## src/hdl/pwmrr_map.svh

```systemverilog
`ifndef PWMRR_MAP_SVH
`define PWMRR_MAP_SVH
// register subaddresses
`define PWMRR_ADDR_SS 8'h1A
`define PWMRR_ADDR_TRIM 8'h1B
`define PWMRR_ADDR_RECOV 8'h1C
`define PWMRR_ADDR_INMUX 8'h20
`define PWMRR_ADDR_OUTMUX 8'h25
// reset values
`define PWMRR_RST_SS 8'h6F
`define PWMRR_RST_TRIM 8'h82
`define PWMRR_RST_RECOV 8'h52
`define PWMRR_RST_INMUX 32'h0001_7772
`define PWMRR_RST_OUTMUX 32'h0102_1300
// soft start/stop fields
`define PWMRR_SS_DIS_BIT 7
`define PWMRR_SS_CODE_HI 4
// trim fields
`define PWMRR_TRIM_DONE_BIT 6
`define PWMRR_TRIM_RSVD_BIT 7
`define PWMRR_TRIM_NOFACT_BIT 1
// recovery fields
`define PWMRR_RECOV_CODE_HI 3
// input routing fields
`define PWMRR_IN_CH1_3L_BIT 23
`define PWMRR_IN_CH1_SRC_HI 22
`define PWMRR_IN_CH1_SRC_LO 20
`define PWMRR_IN_CH2_3L_BIT 19
`define PWMRR_IN_CH2_SRC_HI 18
`define PWMRR_IN_CH2_SRC_LO 16
`define PWMRR_SRC_LEFT 3'h0
`define PWMRR_SRC_RIGHT 3'h1
`define PWMRR_SRC_ZERO 3'h6
// output pin select fields (low bit of each pair)
`define PWMRR_OUT_A_LO 20
`define PWMRR_OUT_B_LO 16
`define PWMRR_OUT_C_LO 12
`define PWMRR_OUT_D_LO 8
// timing
`define PWMRR_CLK_HZ 10000000
`define PWMRR_MS_PER_S 1000
`define PWMRR_TRIM_CYCLES 64
`endif

```

## src/hdl/pwmrr_pkg.sv

```systemverilog
`default_nettype none
package pwmrr_pkg;
	typedef struct packed {
		logic wr;
		logic rd;
		logic [7:0] addr;
		logic [31:0] wdata;
	} pwmrr_req_s;
	typedef enum logic [1:0] {
		RECOV_RUN,
		RECOV_WAIT,
		RECOV_RESTART
	} pwmrr_recov_e;
endpackage
`default_nettype wire

```

## src/hdl/pwmrr_recovery.sv

```systemverilog
`include "pwmrr_map.svh"
`default_nettype none
module pwmrr_recovery #(
	parameter int unsigned TICKS_PER_MS =
		`PWMRR_CLK_HZ / `PWMRR_MS_PER_S
) (
	input wire logic clk_sys_i,
	input wire logic arst_n_i,
	input wire logic ce_i,
	input wire logic power_stage_fault_i,
	input wire logic [10:0] delay_ms_i,
	output logic stage_reset_o,
	output logic restart_o
);
	// refused at elaboration: a zero tick count never ends the wait
	if (TICKS_PER_MS < 1)
		$error("TICKS_PER_MS must be at least 1");

	pwmrr_pkg::pwmrr_recov_e state;
	logic [31:0] tick_cnt;
	logic [10:0] ms_cnt;

	// fault resets the stage, wait, then one restart pulse
	always_ff @(posedge clk_sys_i or negedge arst_n_i) begin
		if (!arst_n_i) begin
			state <= pwmrr_pkg::RECOV_RUN;
			tick_cnt <= 32'h0000_0000;
			ms_cnt <= 11'h000;
		end else if (ce_i) begin
			case (state)
				pwmrr_pkg::RECOV_RUN: begin
					if (power_stage_fault_i) begin
						state <= pwmrr_pkg::RECOV_WAIT; // RULE7
						tick_cnt <= 32'h0000_0000;
						ms_cnt <= 11'h000;
					end
				end
				pwmrr_pkg::RECOV_WAIT: begin
					// fault still present restarts the wait
					if (power_stage_fault_i) begin
						tick_cnt <= 32'h0000_0000;
						ms_cnt <= 11'h000;
					end else if (tick_cnt == 32'(TICKS_PER_MS - 1)) begin
						tick_cnt <= 32'h0000_0000;
						if (ms_cnt == delay_ms_i - 11'h001)
							state <= pwmrr_pkg::RECOV_RESTART; // RULE7
						else
							ms_cnt <= ms_cnt + 11'h001;
					end else begin
						tick_cnt <= tick_cnt + 32'h0000_0001;
					end
				end
				pwmrr_pkg::RECOV_RESTART: state <= pwmrr_pkg::RECOV_RUN;
				default: state <= pwmrr_pkg::RECOV_RUN;
			endcase
		end
	end

	assign stage_reset_o = (state == pwmrr_pkg::RECOV_WAIT); // RULE7
	assign restart_o = (state == pwmrr_pkg::RECOV_RESTART);
endmodule
`default_nettype wire

```

## src/hdl/pwmrr_regs.sv

```systemverilog
// Function
// RULE1: period codes 11110 and 11111 give 9897.3 ms and 13196.4 ms.
// RULE2: writing 0x00 to the trim register applies factory trim.
// RULE3: host runs oscillator trim after each reset before rate detection.
// RULE4: trim bit 6 is read-only, 0 until trimming done, then 1.
// RULE5: trim bit 1 resets to 1; writing 0 selects factory trim.
// RULE6: internal oscillator is the reference for serial clock rate detection.
// RULE7: power stage fault resets stage, halts PWM, waits period, restarts.
// RULE8: recovery low nibble codes 2..9 give 299..1346 ms; 101x/111x 1496 ms.
// RULE9: host writes only non-reserved values to the recovery register.
// RULE10: host pulses device reset between two recovery register writes.
// RULE11: routing bits 23 and 19 pick two- or three-level per channel.
// RULE12: bits 22:20 pick channel 1 source: left, right or zero.
// RULE13: bits 18:16 pick channel 2 source, same encoding, default right.
// RULE14: pin select fields 21:20, 17:16, 13:12, 9:8 drive pins A-D.
// RULE15: each pin field holds internal channel number minus one.
// RULE16: any channel may drive any pin, also several pins at once.
// RULE17: host sets interchannel delay before leaving shutdown in three-level.
// RULE18: host keeps reserved routing and trim fields at reset values; the bench trim write of 0x00 clears reserved bit 7.
`include "pwmrr_map.svh"
`default_nettype none
module pwmrr_regs #(
	parameter int unsigned SAMPLE_W = 24,
	parameter int unsigned TICKS_PER_MS =
		`PWMRR_CLK_HZ / `PWMRR_MS_PER_S,
	parameter int unsigned TRIM_CYCLES = `PWMRR_TRIM_CYCLES,
	parameter logic [7:0] FACTORY_TRIM = 8'h80,
	parameter logic [7:0] SELF_TRIM = 8'h80
) (
	input wire logic clk_sys_i,
	input wire logic arst_n_i,
	input wire logic ce_i,
	input wire pwmrr_pkg::pwmrr_req_s req_i,
	output logic [31:0] rdata_o,
	output logic rvalid_o,
	output logic addr_err_o,
	input wire logic [SAMPLE_W-1:0] serial_input_left_i,
	input wire logic [SAMPLE_W-1:0] serial_input_right_i,
	output logic [SAMPLE_W-1:0] ch1_sample_o,
	output logic [SAMPLE_W-1:0] ch2_sample_o,
	output logic [1:0] three_level_modulation_o,
	input wire logic [3:0] pwm_channel_i,
	output logic output_pin_a_o,
	output logic output_pin_b_o,
	output logic output_pin_c_o,
	output logic output_pin_d_o,
	output logic ss_timer_enable_o,
	output logic [17:0] ss_period_tenth_ms_o,
	output logic [7:0] osc_trim_o,
	output logic rate_detect_enable_o,
	input wire logic power_stage_fault_i,
	output logic power_stage_reset_o,
	output logic pwm_halt_o,
	output logic power_stage_restart_o
);
	if (SAMPLE_W < 1 || TRIM_CYCLES < 1 || TICKS_PER_MS < 1)
		$error("pwmrr_regs: widths and counts must be at least 1");

	logic [7:0] ss_reg;
	logic [7:0] trim_reg;
	logic [7:0] recov_reg;
	logic [31:0] inmux_reg;
	logic [31:0] outmux_reg;
	logic trim_done;
	logic [31:0] trim_cnt;
	logic halt_recov;

	// period in tenths of ms; codes below 01000 mean no 50% period
	function automatic logic [17:0] ss_period(input logic [4:0] code);
		case (code)
			5'h08: ss_period = 18'd165;
			5'h09: ss_period = 18'd239;
			5'h0A: ss_period = 18'd314;
			5'h0B: ss_period = 18'd404;
			5'h0C: ss_period = 18'd539;
			5'h0D: ss_period = 18'd703;
			5'h0E: ss_period = 18'd942;
			5'h0F: ss_period = 18'd1257;
			5'h10: ss_period = 18'd1646;
			5'h11: ss_period = 18'd2394;
			5'h12: ss_period = 18'd3142;
			5'h13: ss_period = 18'd4039;
			5'h14: ss_period = 18'd5386;
			5'h15: ss_period = 18'd7031;
			5'h16: ss_period = 18'd9425;
			5'h17: ss_period = 18'd12566;
			5'h18: ss_period = 18'd17281;
			5'h19: ss_period = 18'd25136;
			5'h1A: ss_period = 18'd32991;
			5'h1B: ss_period = 18'd42417;
			5'h1C: ss_period = 18'd56556;
			5'h1D: ss_period = 18'd73837;
			5'h1E: ss_period = 18'd98973; // RULE1
			5'h1F: ss_period = 18'd131964; // RULE1
			default: ss_period = 18'd0;
		endcase
	endfunction

	// reserved low codes fall back to the shortest period
	function automatic logic [10:0] recov_ms(input logic [3:0] code);
		case (code)
			4'h3: recov_ms = 11'd449;
			4'h4: recov_ms = 11'd598;
			4'h5: recov_ms = 11'd748;
			4'h6: recov_ms = 11'd898;
			4'h7: recov_ms = 11'd1047;
			4'h8: recov_ms = 11'd1197;
			4'h9: recov_ms = 11'd1346;
			4'hA, 4'hB, 4'hC, 4'hD, 4'hE, 4'hF: recov_ms = 11'd1496; // RULE8
			default: recov_ms = 11'd299; // RULE8
		endcase
	endfunction

	// reserved source codes feed silence rather than stale data
	function automatic logic [SAMPLE_W-1:0] route(input logic [2:0] src,
		input logic [SAMPLE_W-1:0] left, input logic [SAMPLE_W-1:0] right);
		case (src)
			`PWMRR_SRC_LEFT: route = left;
			`PWMRR_SRC_RIGHT: route = right;
			default: route = '0;
		endcase
	endfunction

	always_ff @(posedge clk_sys_i or negedge arst_n_i) begin
		if (!arst_n_i) begin
			ss_reg <= `PWMRR_RST_SS;
			trim_reg <= `PWMRR_RST_TRIM; // RULE5
			recov_reg <= `PWMRR_RST_RECOV;
			inmux_reg <= `PWMRR_RST_INMUX; // RULE11
			outmux_reg <= `PWMRR_RST_OUTMUX;
		end else if (ce_i && req_i.wr) begin
			case (req_i.addr)
				`PWMRR_ADDR_SS: ss_reg <= req_i.wdata[7:0];
				`PWMRR_ADDR_TRIM: trim_reg <= req_i.wdata[7:0]; // RULE2
				`PWMRR_ADDR_RECOV: recov_reg <= req_i.wdata[7:0];
				`PWMRR_ADDR_INMUX: inmux_reg <= req_i.wdata;
				`PWMRR_ADDR_OUTMUX: outmux_reg <= req_i.wdata;
				default: ;
			endcase
		end
	end

	// any trim write restarts the trim; done drops meanwhile
	always_ff @(posedge clk_sys_i or negedge arst_n_i) begin
		if (!arst_n_i) begin
			trim_done <= 1'b0;
			trim_cnt <= 32'h0000_0000;
		end else if (ce_i) begin
			if (req_i.wr && req_i.addr == `PWMRR_ADDR_TRIM) begin
				trim_done <= 1'b0; // RULE4
				trim_cnt <= 32'(TRIM_CYCLES);
			end else if (trim_cnt == 32'h0000_0001) begin
				trim_done <= 1'b1; // RULE4
				trim_cnt <= 32'h0000_0000;
			end else if (trim_cnt != 32'h0000_0000) begin
				trim_cnt <= trim_cnt - 32'h0000_0001;
			end
		end
	end

	// read data registered; unmapped subaddress reads zero and flags
	always_ff @(posedge clk_sys_i or negedge arst_n_i) begin
		if (!arst_n_i) begin
			rdata_o <= 32'h0000_0000;
			rvalid_o <= 1'b0;
			addr_err_o <= 1'b0;
		end else if (ce_i) begin
			rvalid_o <= req_i.rd;
			addr_err_o <= 1'b0;
			if (req_i.rd) begin
				case (req_i.addr)
					`PWMRR_ADDR_SS: rdata_o <= {24'h00_0000, ss_reg};
					`PWMRR_ADDR_TRIM: rdata_o <= {24'h00_0000,
						trim_reg[`PWMRR_TRIM_RSVD_BIT], trim_done, // RULE4
						trim_reg[`PWMRR_TRIM_DONE_BIT-1:0]};
					`PWMRR_ADDR_RECOV: rdata_o <= {24'h00_0000, recov_reg};
					`PWMRR_ADDR_INMUX: rdata_o <= inmux_reg;
					`PWMRR_ADDR_OUTMUX: rdata_o <= outmux_reg;
					default: begin
						rdata_o <= 32'h0000_0000;
						addr_err_o <= 1'b1;
					end
				endcase
			end
		end
	end

	// routed samples and pin drive held in flops
	always_ff @(posedge clk_sys_i or negedge arst_n_i) begin
		if (!arst_n_i) begin
			ch1_sample_o <= '0;
			ch2_sample_o <= '0;
			output_pin_a_o <= 1'b0;
			output_pin_b_o <= 1'b0;
			output_pin_c_o <= 1'b0;
			output_pin_d_o <= 1'b0;
		end else if (ce_i) begin
			ch1_sample_o <= route(inmux_reg[`PWMRR_IN_CH1_SRC_HI:
				`PWMRR_IN_CH1_SRC_LO], serial_input_left_i,
				serial_input_right_i); // RULE12
			ch2_sample_o <= route(inmux_reg[`PWMRR_IN_CH2_SRC_HI:
				`PWMRR_IN_CH2_SRC_LO], serial_input_left_i,
				serial_input_right_i); // RULE13
			// field value is channel minus one, used as index
			output_pin_a_o <= !halt_recov &&
				pwm_channel_i[outmux_reg[`PWMRR_OUT_A_LO+:2]]; // RULE14
			output_pin_b_o <= !halt_recov &&
				pwm_channel_i[outmux_reg[`PWMRR_OUT_B_LO+:2]]; // RULE15
			output_pin_c_o <= !halt_recov &&
				pwm_channel_i[outmux_reg[`PWMRR_OUT_C_LO+:2]]; // RULE16
			output_pin_d_o <= !halt_recov &&
				pwm_channel_i[outmux_reg[`PWMRR_OUT_D_LO+:2]]; // RULE14
		end
	end

	pwmrr_recovery #(
		.TICKS_PER_MS(TICKS_PER_MS)
	) u_recovery (
		.clk_sys_i(clk_sys_i),
		.arst_n_i(arst_n_i),
		.ce_i(ce_i),
		.power_stage_fault_i(power_stage_fault_i),
		.delay_ms_i(recov_ms(recov_reg[`PWMRR_RECOV_CODE_HI:0])), // RULE8
		.stage_reset_o(halt_recov),
		.restart_o(power_stage_restart_o)
	);

	assign power_stage_reset_o = halt_recov; // RULE7
	assign pwm_halt_o = halt_recov; // RULE7
	assign three_level_modulation_o = {inmux_reg[`PWMRR_IN_CH2_3L_BIT],
		inmux_reg[`PWMRR_IN_CH1_3L_BIT]}; // RULE11
	assign ss_timer_enable_o = !ss_reg[`PWMRR_SS_DIS_BIT];
	assign ss_period_tenth_ms_o = ss_period(ss_reg[`PWMRR_SS_CODE_HI:0]);
	assign osc_trim_o = trim_reg[`PWMRR_TRIM_NOFACT_BIT] ? SELF_TRIM :
		FACTORY_TRIM; // RULE5
	// rate detection only runs off a trimmed internal oscillator
	assign rate_detect_enable_o = trim_done; // RULE6
endmodule
`default_nettype wire

```

## config.mk

```make
export PLATFORM = sky130hd
export DESIGN_NAME = pwmrr_regs
export DESIGN_NICKNAME = d
export VERILOG_FILES = /design/src/hdl/pwmrr_pkg.sv /design/src/hdl/pwmrr_recovery.sv /design/src/hdl/pwmrr_regs.sv
export VERILOG_INCLUDE_DIRS = /design/src /design/src/hdl
export SDC_FILE = /design/constraint.sdc
export NUM_CORES = 1
export LEC_CHECK = 0
export BUFFER_PORTS_ARGS = -buffer_cell sky130_fd_sc_hd__buf_2
export CAP_MARGIN = 30
export CORE_MARGIN = 4
export CORE_UTILIZATION = 30
export CTS_CLUSTER_DIAMETER = 100
export DETAILED_ROUTE_END_ITERATION = 16
export PLACE_DENSITY = 0.47
export SLEW_MARGIN = 20
export SYNTH_ARGS = -nofsm -noshare
export SYNTH_HDL_FRONTEND = slang
export SYNTH_SLANG_ARGS = --single-unit
```

## constraint.sdc

```tcl
create_clock -name clk_sys_i -period 3.3 [get_ports clk_sys_i]
set_clock_uncertainty 0.2 [all_clocks]
set_input_delay 0.33 -clock clk_sys_i [delete_from_list [all_inputs] [get_ports clk_sys_i]]
set_output_delay 0.33 -clock clk_sys_i [all_outputs]
set_load 0.02 [all_outputs]
```

=== Word level (Yosys, flattened, before mapping) ===
Memories as Yosys holds them, arrays and structs flattened.
Index checks and enable logic that the tools add are counted.

* ROM bits: 752
* Register bits: 252
* Memories kept: 2
* Logic and storage cells: 106

{| class="wikitable"
|+ Memories
! name !! words !! width !! rd ports !! clocked after Yosys merged registers in !! write ports !! line !! source
|-
| (no name shown) || 32 || 18 || 1 || 0 || 0 || pwmrr_regs.sv:70 || <nowiki>case (code)</nowiki>
|-
| (no name shown) || 16 || 11 || 1 || 0 || 0 || pwmrr_regs.sv:101 || <nowiki>case (code)</nowiki>
|}

* Equal/unequal tests: 18
* Reduce and logical (&&, ||, !) cells: 27
* Magnitude comparators: 4
* $add $sub $neg: 4
* Muxes and demuxes: 32

{| class="wikitable"
|+ Operators with widths
! kind !! count
|-
| 2-to-1 mux 32 bit || 6
|-
| one-hot mux 32 bit (5 select lines) || 1
|-
| one-hot mux 24 bit (2 select lines) || 2
|-
| one-hot mux 32 bit (2 select lines) || 1
|-
| 2-to-1 mux 11 bit || 4
|-
| adder 32 x 1 -> 32 bit, second input constant || 1
|-
| equality test 32 x 1 -> 1 bit, second input constant || 1
|-
| equality test 32 x 14 -> 1 bit, second input constant || 1
|-
| nonzero test 32 bit || 1
|-
| subtractor 32 x 1 -> 32 bit, second input constant || 1
|-
| equality test 8 x 5 -> 1 bit, second input constant || 3
|-
| one-hot mux 11 bit (2 select lines) || 1
|-
| equality test 8 x 6 -> 1 bit, second input constant || 2
|-
| AND reduction 2 bit || 8
|-
| < comparator 2 x 3 -> 1 bit, second input constant || 4
|-
| adder 11 x 1 -> 11 bit, second input constant || 1
|-
| equality test 11 bit || 1
|-
| subtractor 11 x 1 -> 11 bit, second input constant || 1
|-
| AND reduction 5 bit || 2
|-
| binary-select mux 1 bit (select 2 bit) || 4
|-
| 2-to-1 mux 1 bit || 8
|-
| 2-to-1 mux 2 bit || 4
|-
| equality test 3 x 1 -> 1 bit, second input constant || 2
|-
| logical AND 1 bit || 6
|-
| 14 further kinds || 19
|}

=== Longest topological paths before layout ===
An unclocked memory read counts as a cell.

* Depth after elaboration: 7
* Mapped depth: 15

=== Modules after synthesis ===
From an unflattened synthesis, not the netlist that was laid out.

* Cells, all modules: 1279
* Area total of the unflattened synthesis: 12986.2 um^2

{| class="wikitable"
|+ Modules (own cells, without submodules)
! module !! instances !! area each (um^2) !! cells each
|-
| pwmrr_regs || 1 || 10167.3 || 962
|-
| pwmrr_recovery || 1 || 2819.0 || 317
|}

=== Least setup slack after synthesis ===
Ideal clock, no wire load.

* Path type: flip-flop to output port
* Start: reg ss_reg[2]
* End: out ss_period_tenth_ms_o[11]
* Data required time: 2.770 ns
* Setup slack: 0.986 ns
* Arrival time: 1.784 ns
* Stages on the path, launching flop included: 5
* Cell sequence: dfstp_2 > clkbuf_1 > clkbuf_1 > nand3_1 > a21boi_0

* Longest elaborated chain between the ends: 1

{| class="wikitable"
|+ RTL lines
! element !! line !! source
|-
| start: declaration || pwmrr_regs.sv:59 || <nowiki>logic [7:0] ss_reg;</nowiki>
|-
| start signal: assignment || pwmrr_regs.sv:126 || <nowiki>ss_reg <= `PWMRR_RST_SS;</nowiki>
|-
| start signal: assignment || pwmrr_regs.sv:133 || <nowiki>`PWMRR_ADDR_SS: ss_reg <= req_i.wdata[7:0];</nowiki>
|-
| memory read (32 x 18 bit) || n/a ||
|-
| end: declaration || pwmrr_regs.sv:48 || <nowiki>output logic [17:0] ss_period_tenth_ms_o,</nowiki>
|}

Every way passes these cells.

==> summary.md <==
| Metric | Value |
|---|---|
| CTS tree | `built` |
| Hold Path End | `output_pin_d_o` |
| Cell area after placement | `between 10000 and 15000 sq um` |
| Logic gate share of total power | `between 15 and 20%` |
| Hold Vio Cnt, Final | `0` |
| Cell with the most instances after synthesis | `dfrtp_1` |
| Die Area | `~46000 sq um` |
| Post-synth top area cell | `dfrtp_1` |
| Hold depth | `3` |
| IO buf count | `208` |
| TritonCTS Buffers | `31` |
| Vias/cell | `about 5` |
| Initial antenna violation count | `4` |
| Clock power frac | `a little over two fifths` |
| Final Wtd Congestion | `~0.81` |
| Power share of the sequential group | `40.0%` |
| Final core occ | `40.0%` |
| Layout area overhead | `31.9%` |
| Outcome | `complete, no violations` |
| CTS max path bufs | `3` |
| Count of state elements after synthesis | `approximately 250` |
| Required @ worst endpoint | `3.61 ns` |
| Worst vdd ir | `359 uV` |
| Top cells by count, synth | `dfrtp_1 (224), nor2_1 (176), nand2_1 (119)` |
| Layout cells sized above 1 | `29.4%` |
| Net switching power | `around 2.5 mW` |
| Final Setup Violations | `0` |
| Top post-synthesis cells by area | `dfrtp_1 (44%), mux2_2 (7.7%), dfstp_2 (5.6%)` |
| Switching share of total power | `between 20% and 30%` |
| Final max-slew violation count | `0` |
| WP data arrival | `3.47 ns` |
| Tmin final | `roughly 3.2 ns` |
| Cells on worst reg2reg path | `11` |
| Leakage | `approximately 7.7 nW` |
| FF-to-FF End | `u_recovery.ms_cnt[4]` |
| Fmax achieved | `316 MHz` |
| Pin slew with the least headroom to its limit | `between 0.7 and 0.8 ns` |
| Pwr Density | `~540 nW/um^2` |
| CP Launch Type | `flop` |
| Post-route setup TNS | `0 ns` |
| Vias | `about 11000` |
| Seq/Total Area, Yosys | `between 40 and 50%` |
| # clock sinks | `approximately 250` |
| RSZ-0062 raised after global routing | `no` |
| Top Ports | `about 220` |
| Per-cell routed wire length | `roughly 18 um` |
| Total power draw | `~9 mW` |
| Gr ovfl total | `0` |
| H-tree depth | `1` |
| Total Routing Usage GR | `between 10% and 20%` |
| HP Start | `pwm_channel_i[1]` |
| Die Width | `214 um` |
| Crit Path Category | `reg2reg` |
| Post-Route WL | `around 37000 um` |
| Worst setup EP type | `flop` |
| DPL Wire Length | `between 20000 and 30000 um` |
| R2R setup slack | `approximately 0.13 ns` |
| Drt initial violations | `~670` |
| Cell area after synthesis | `around 13000 sq um` |
| Hold crit path type | `in2reg` |
| Syn Area/Cell | `10.2 sq um` |
| Vias in the first global route | `between 10000 and 15000` |
| Core box area | `between 40000 and 50000 sq um` |
| Internal | `between 6 and 7 mW` |
| Row cnt | `75` |
| Crit Path Max Fanout | `13` |
| Largest net degree at the start of global routing | `78` |
| Fin area | `roughly 17000 sq um` |
| FILL cells | `about 4200` |
| Synth cell types | `85` |
| Fin crit share | `96.0%` |
| RR Startpoint | `recov_reg[1]` |
| EDFF count, synth | `0` |
| Drt drc | `0` |
| Primary FF master, synth | `dfrtp_1` |
| Worst skew pair latency | `0.58 ns` |
| Clk pin slew, worst setup/hold paths | `~0.06 ns` |
| Pre-antenna DRT Iters | `5` |
| Max-cap viol count | `0` |
| Mapped Cells | `1248` |
| Root buf cell | `clkbuf_16` |
| Top-area cell type share of the netlist area | `approximately 44%` |
| Count of synthesis-stage warnings from yosys | `0` |
| Die height | `between 200 and 250 um` |
| Detail Route Antenna Nets | `0` |
| Slew margin rel. | `between 40 and 50%` |
| Async SR Flop Fraction | `100%` |
| Starting Density | `30.3%` |
| First-pass GRT wire length | `just over 60000 um` |
| Net total in the final layout | `approximately 1700` |
==> area by class of cell <==
cell class                      instances  area (sq um)  share of cell area (%)
Clock inverter                         24           380                    2.27
Multi-Input combinational cell        902          6050                    36.0
Tap cell                              539           674                    4.02
Sequential cell                       251          6310                    37.6
Inverter                               23          86.3                   0.515
Timing Repair Buffer                  358          2460                    14.6
Antenna cell                            1          2.50                  0.0149
Clock buffer                           34           817                    4.87
==> stage by stage <==
| stage | std cells | hold WS, ns | setup slack, ns |
|---|---|---|---|
| detailed placement | 1965 | 0.175 | 0.135 |
| global placement | 1965 | 0.177 | 0.132 |
| finish | 2132 | 0.0450 | 0.132 |
| floorplan | 1254 | -0.166 | 0.137 |
| global route | 2132 | 0.0304 | 0.00719 |
| CTS | 2130 | 0.00487 | 0.127 |
==> repair_timing <==
action / 4_1_cts / 5_1_grt
hold buffers: 107 / 0
endpoints found under the hold margin: 211 / 0
gates resized for setup: 0 / 5
endpoints found under the setup margin: 0 / 11
setup buffers: 0 / 1
==> routing by layer <==
layer  GRT usage (%)  vias up  share of wire, %
met5               0        -             0.077
met4            3.50        6               2.3
met3            3.87       72               5.5
met2            25.4      245                46
met1            22.1     5279                46
li1                -     5098                 -
==> how the worst max path moves through the flow <==
stage / slack (ns) / start / end
finish: 0.13 / recov_reg[1] / u_recovery.ms_cnt[4]
floorplan: 0.14 / recov_reg[1] / u_recovery.ms_cnt[9]
global route: 0.007 / recov_reg[1] / u_recovery.ms_cnt[4]
CTS: 0.13 / recov_reg[1] / u_recovery.ms_cnt[4]
detailed placement: 0.14 / recov_reg[1] / u_recovery.ms_cnt[4]
global placement: 0.13 / recov_reg[1] / u_recovery.ms_cnt[4]
==> cell usage in the layout, fill, tap and decap left out, types with 8 or more instances in the layout <==
master	n
nor3_1	14
nand3_1	17
nor2_1	176
conb_1	8
mux2i_1	12
dfstp_2	27
nand2_1	118
o21ai_0	84
dfrtp_1	224
ha_1	18
buf_2	207
nand4_1	16
nor4_1	10
and3_1	19
a22oi_1	24
nor2b_1	10
nand2b_1	15
a221oi_1	56
buf_4	42
or3_1	12
dlygate4sd3_1	107
a21oi_1	25
bufinv_16	9
inv_1	21
clkbuf_16	31
mux2_2	87
xnor2_1	19
xor2_1	35
==> cell families (layout without fill, tap and decap cells) <==
family / Yosys count / after routing / synth area share (%)
and+or+nand+nor: 463 / 463 / 17.7
DFF: 251 / 251 / 49.6
AOI/OAI and AO/OA: 248 / 248 / 13.4
muxes: 107 / 107 / 9.80
buffers and inverters: 101 / 439 / 3.52
xor gates and xnor gates: 56 / 56 / 3.96
adders and majority gates: 20 / 20 / 1.97
other: 2 / 9 / 0.0590
==> worst max-delay path, stage by stage (launching register included) <==
cell,delay [ns]
dfstp_2,0.53
buf_4,0.16
ha_1,0.17
buf_4,0.15
and3b_1,0.21
o22ai_1,0.32
or3_1,0.16
a32oi_1,0.08
mux2_2,0.31
and3_4,0.20
or4_1,0.50
nand3_1,0.09
==> power groups by stage <==
stage                     Sequential, mW  Combinational, mW  Clock [mW]
after floorplan                     3.68              0.889           0
after global placement              3.65               1.38           0
after detailed placement            3.66               1.39           0
after CTS                           3.61               1.50        4.07
after global routing                3.65               1.66        4.18
final                               3.61               1.48        3.94
No activity file was read; power rests on OpenSTA's default activity.
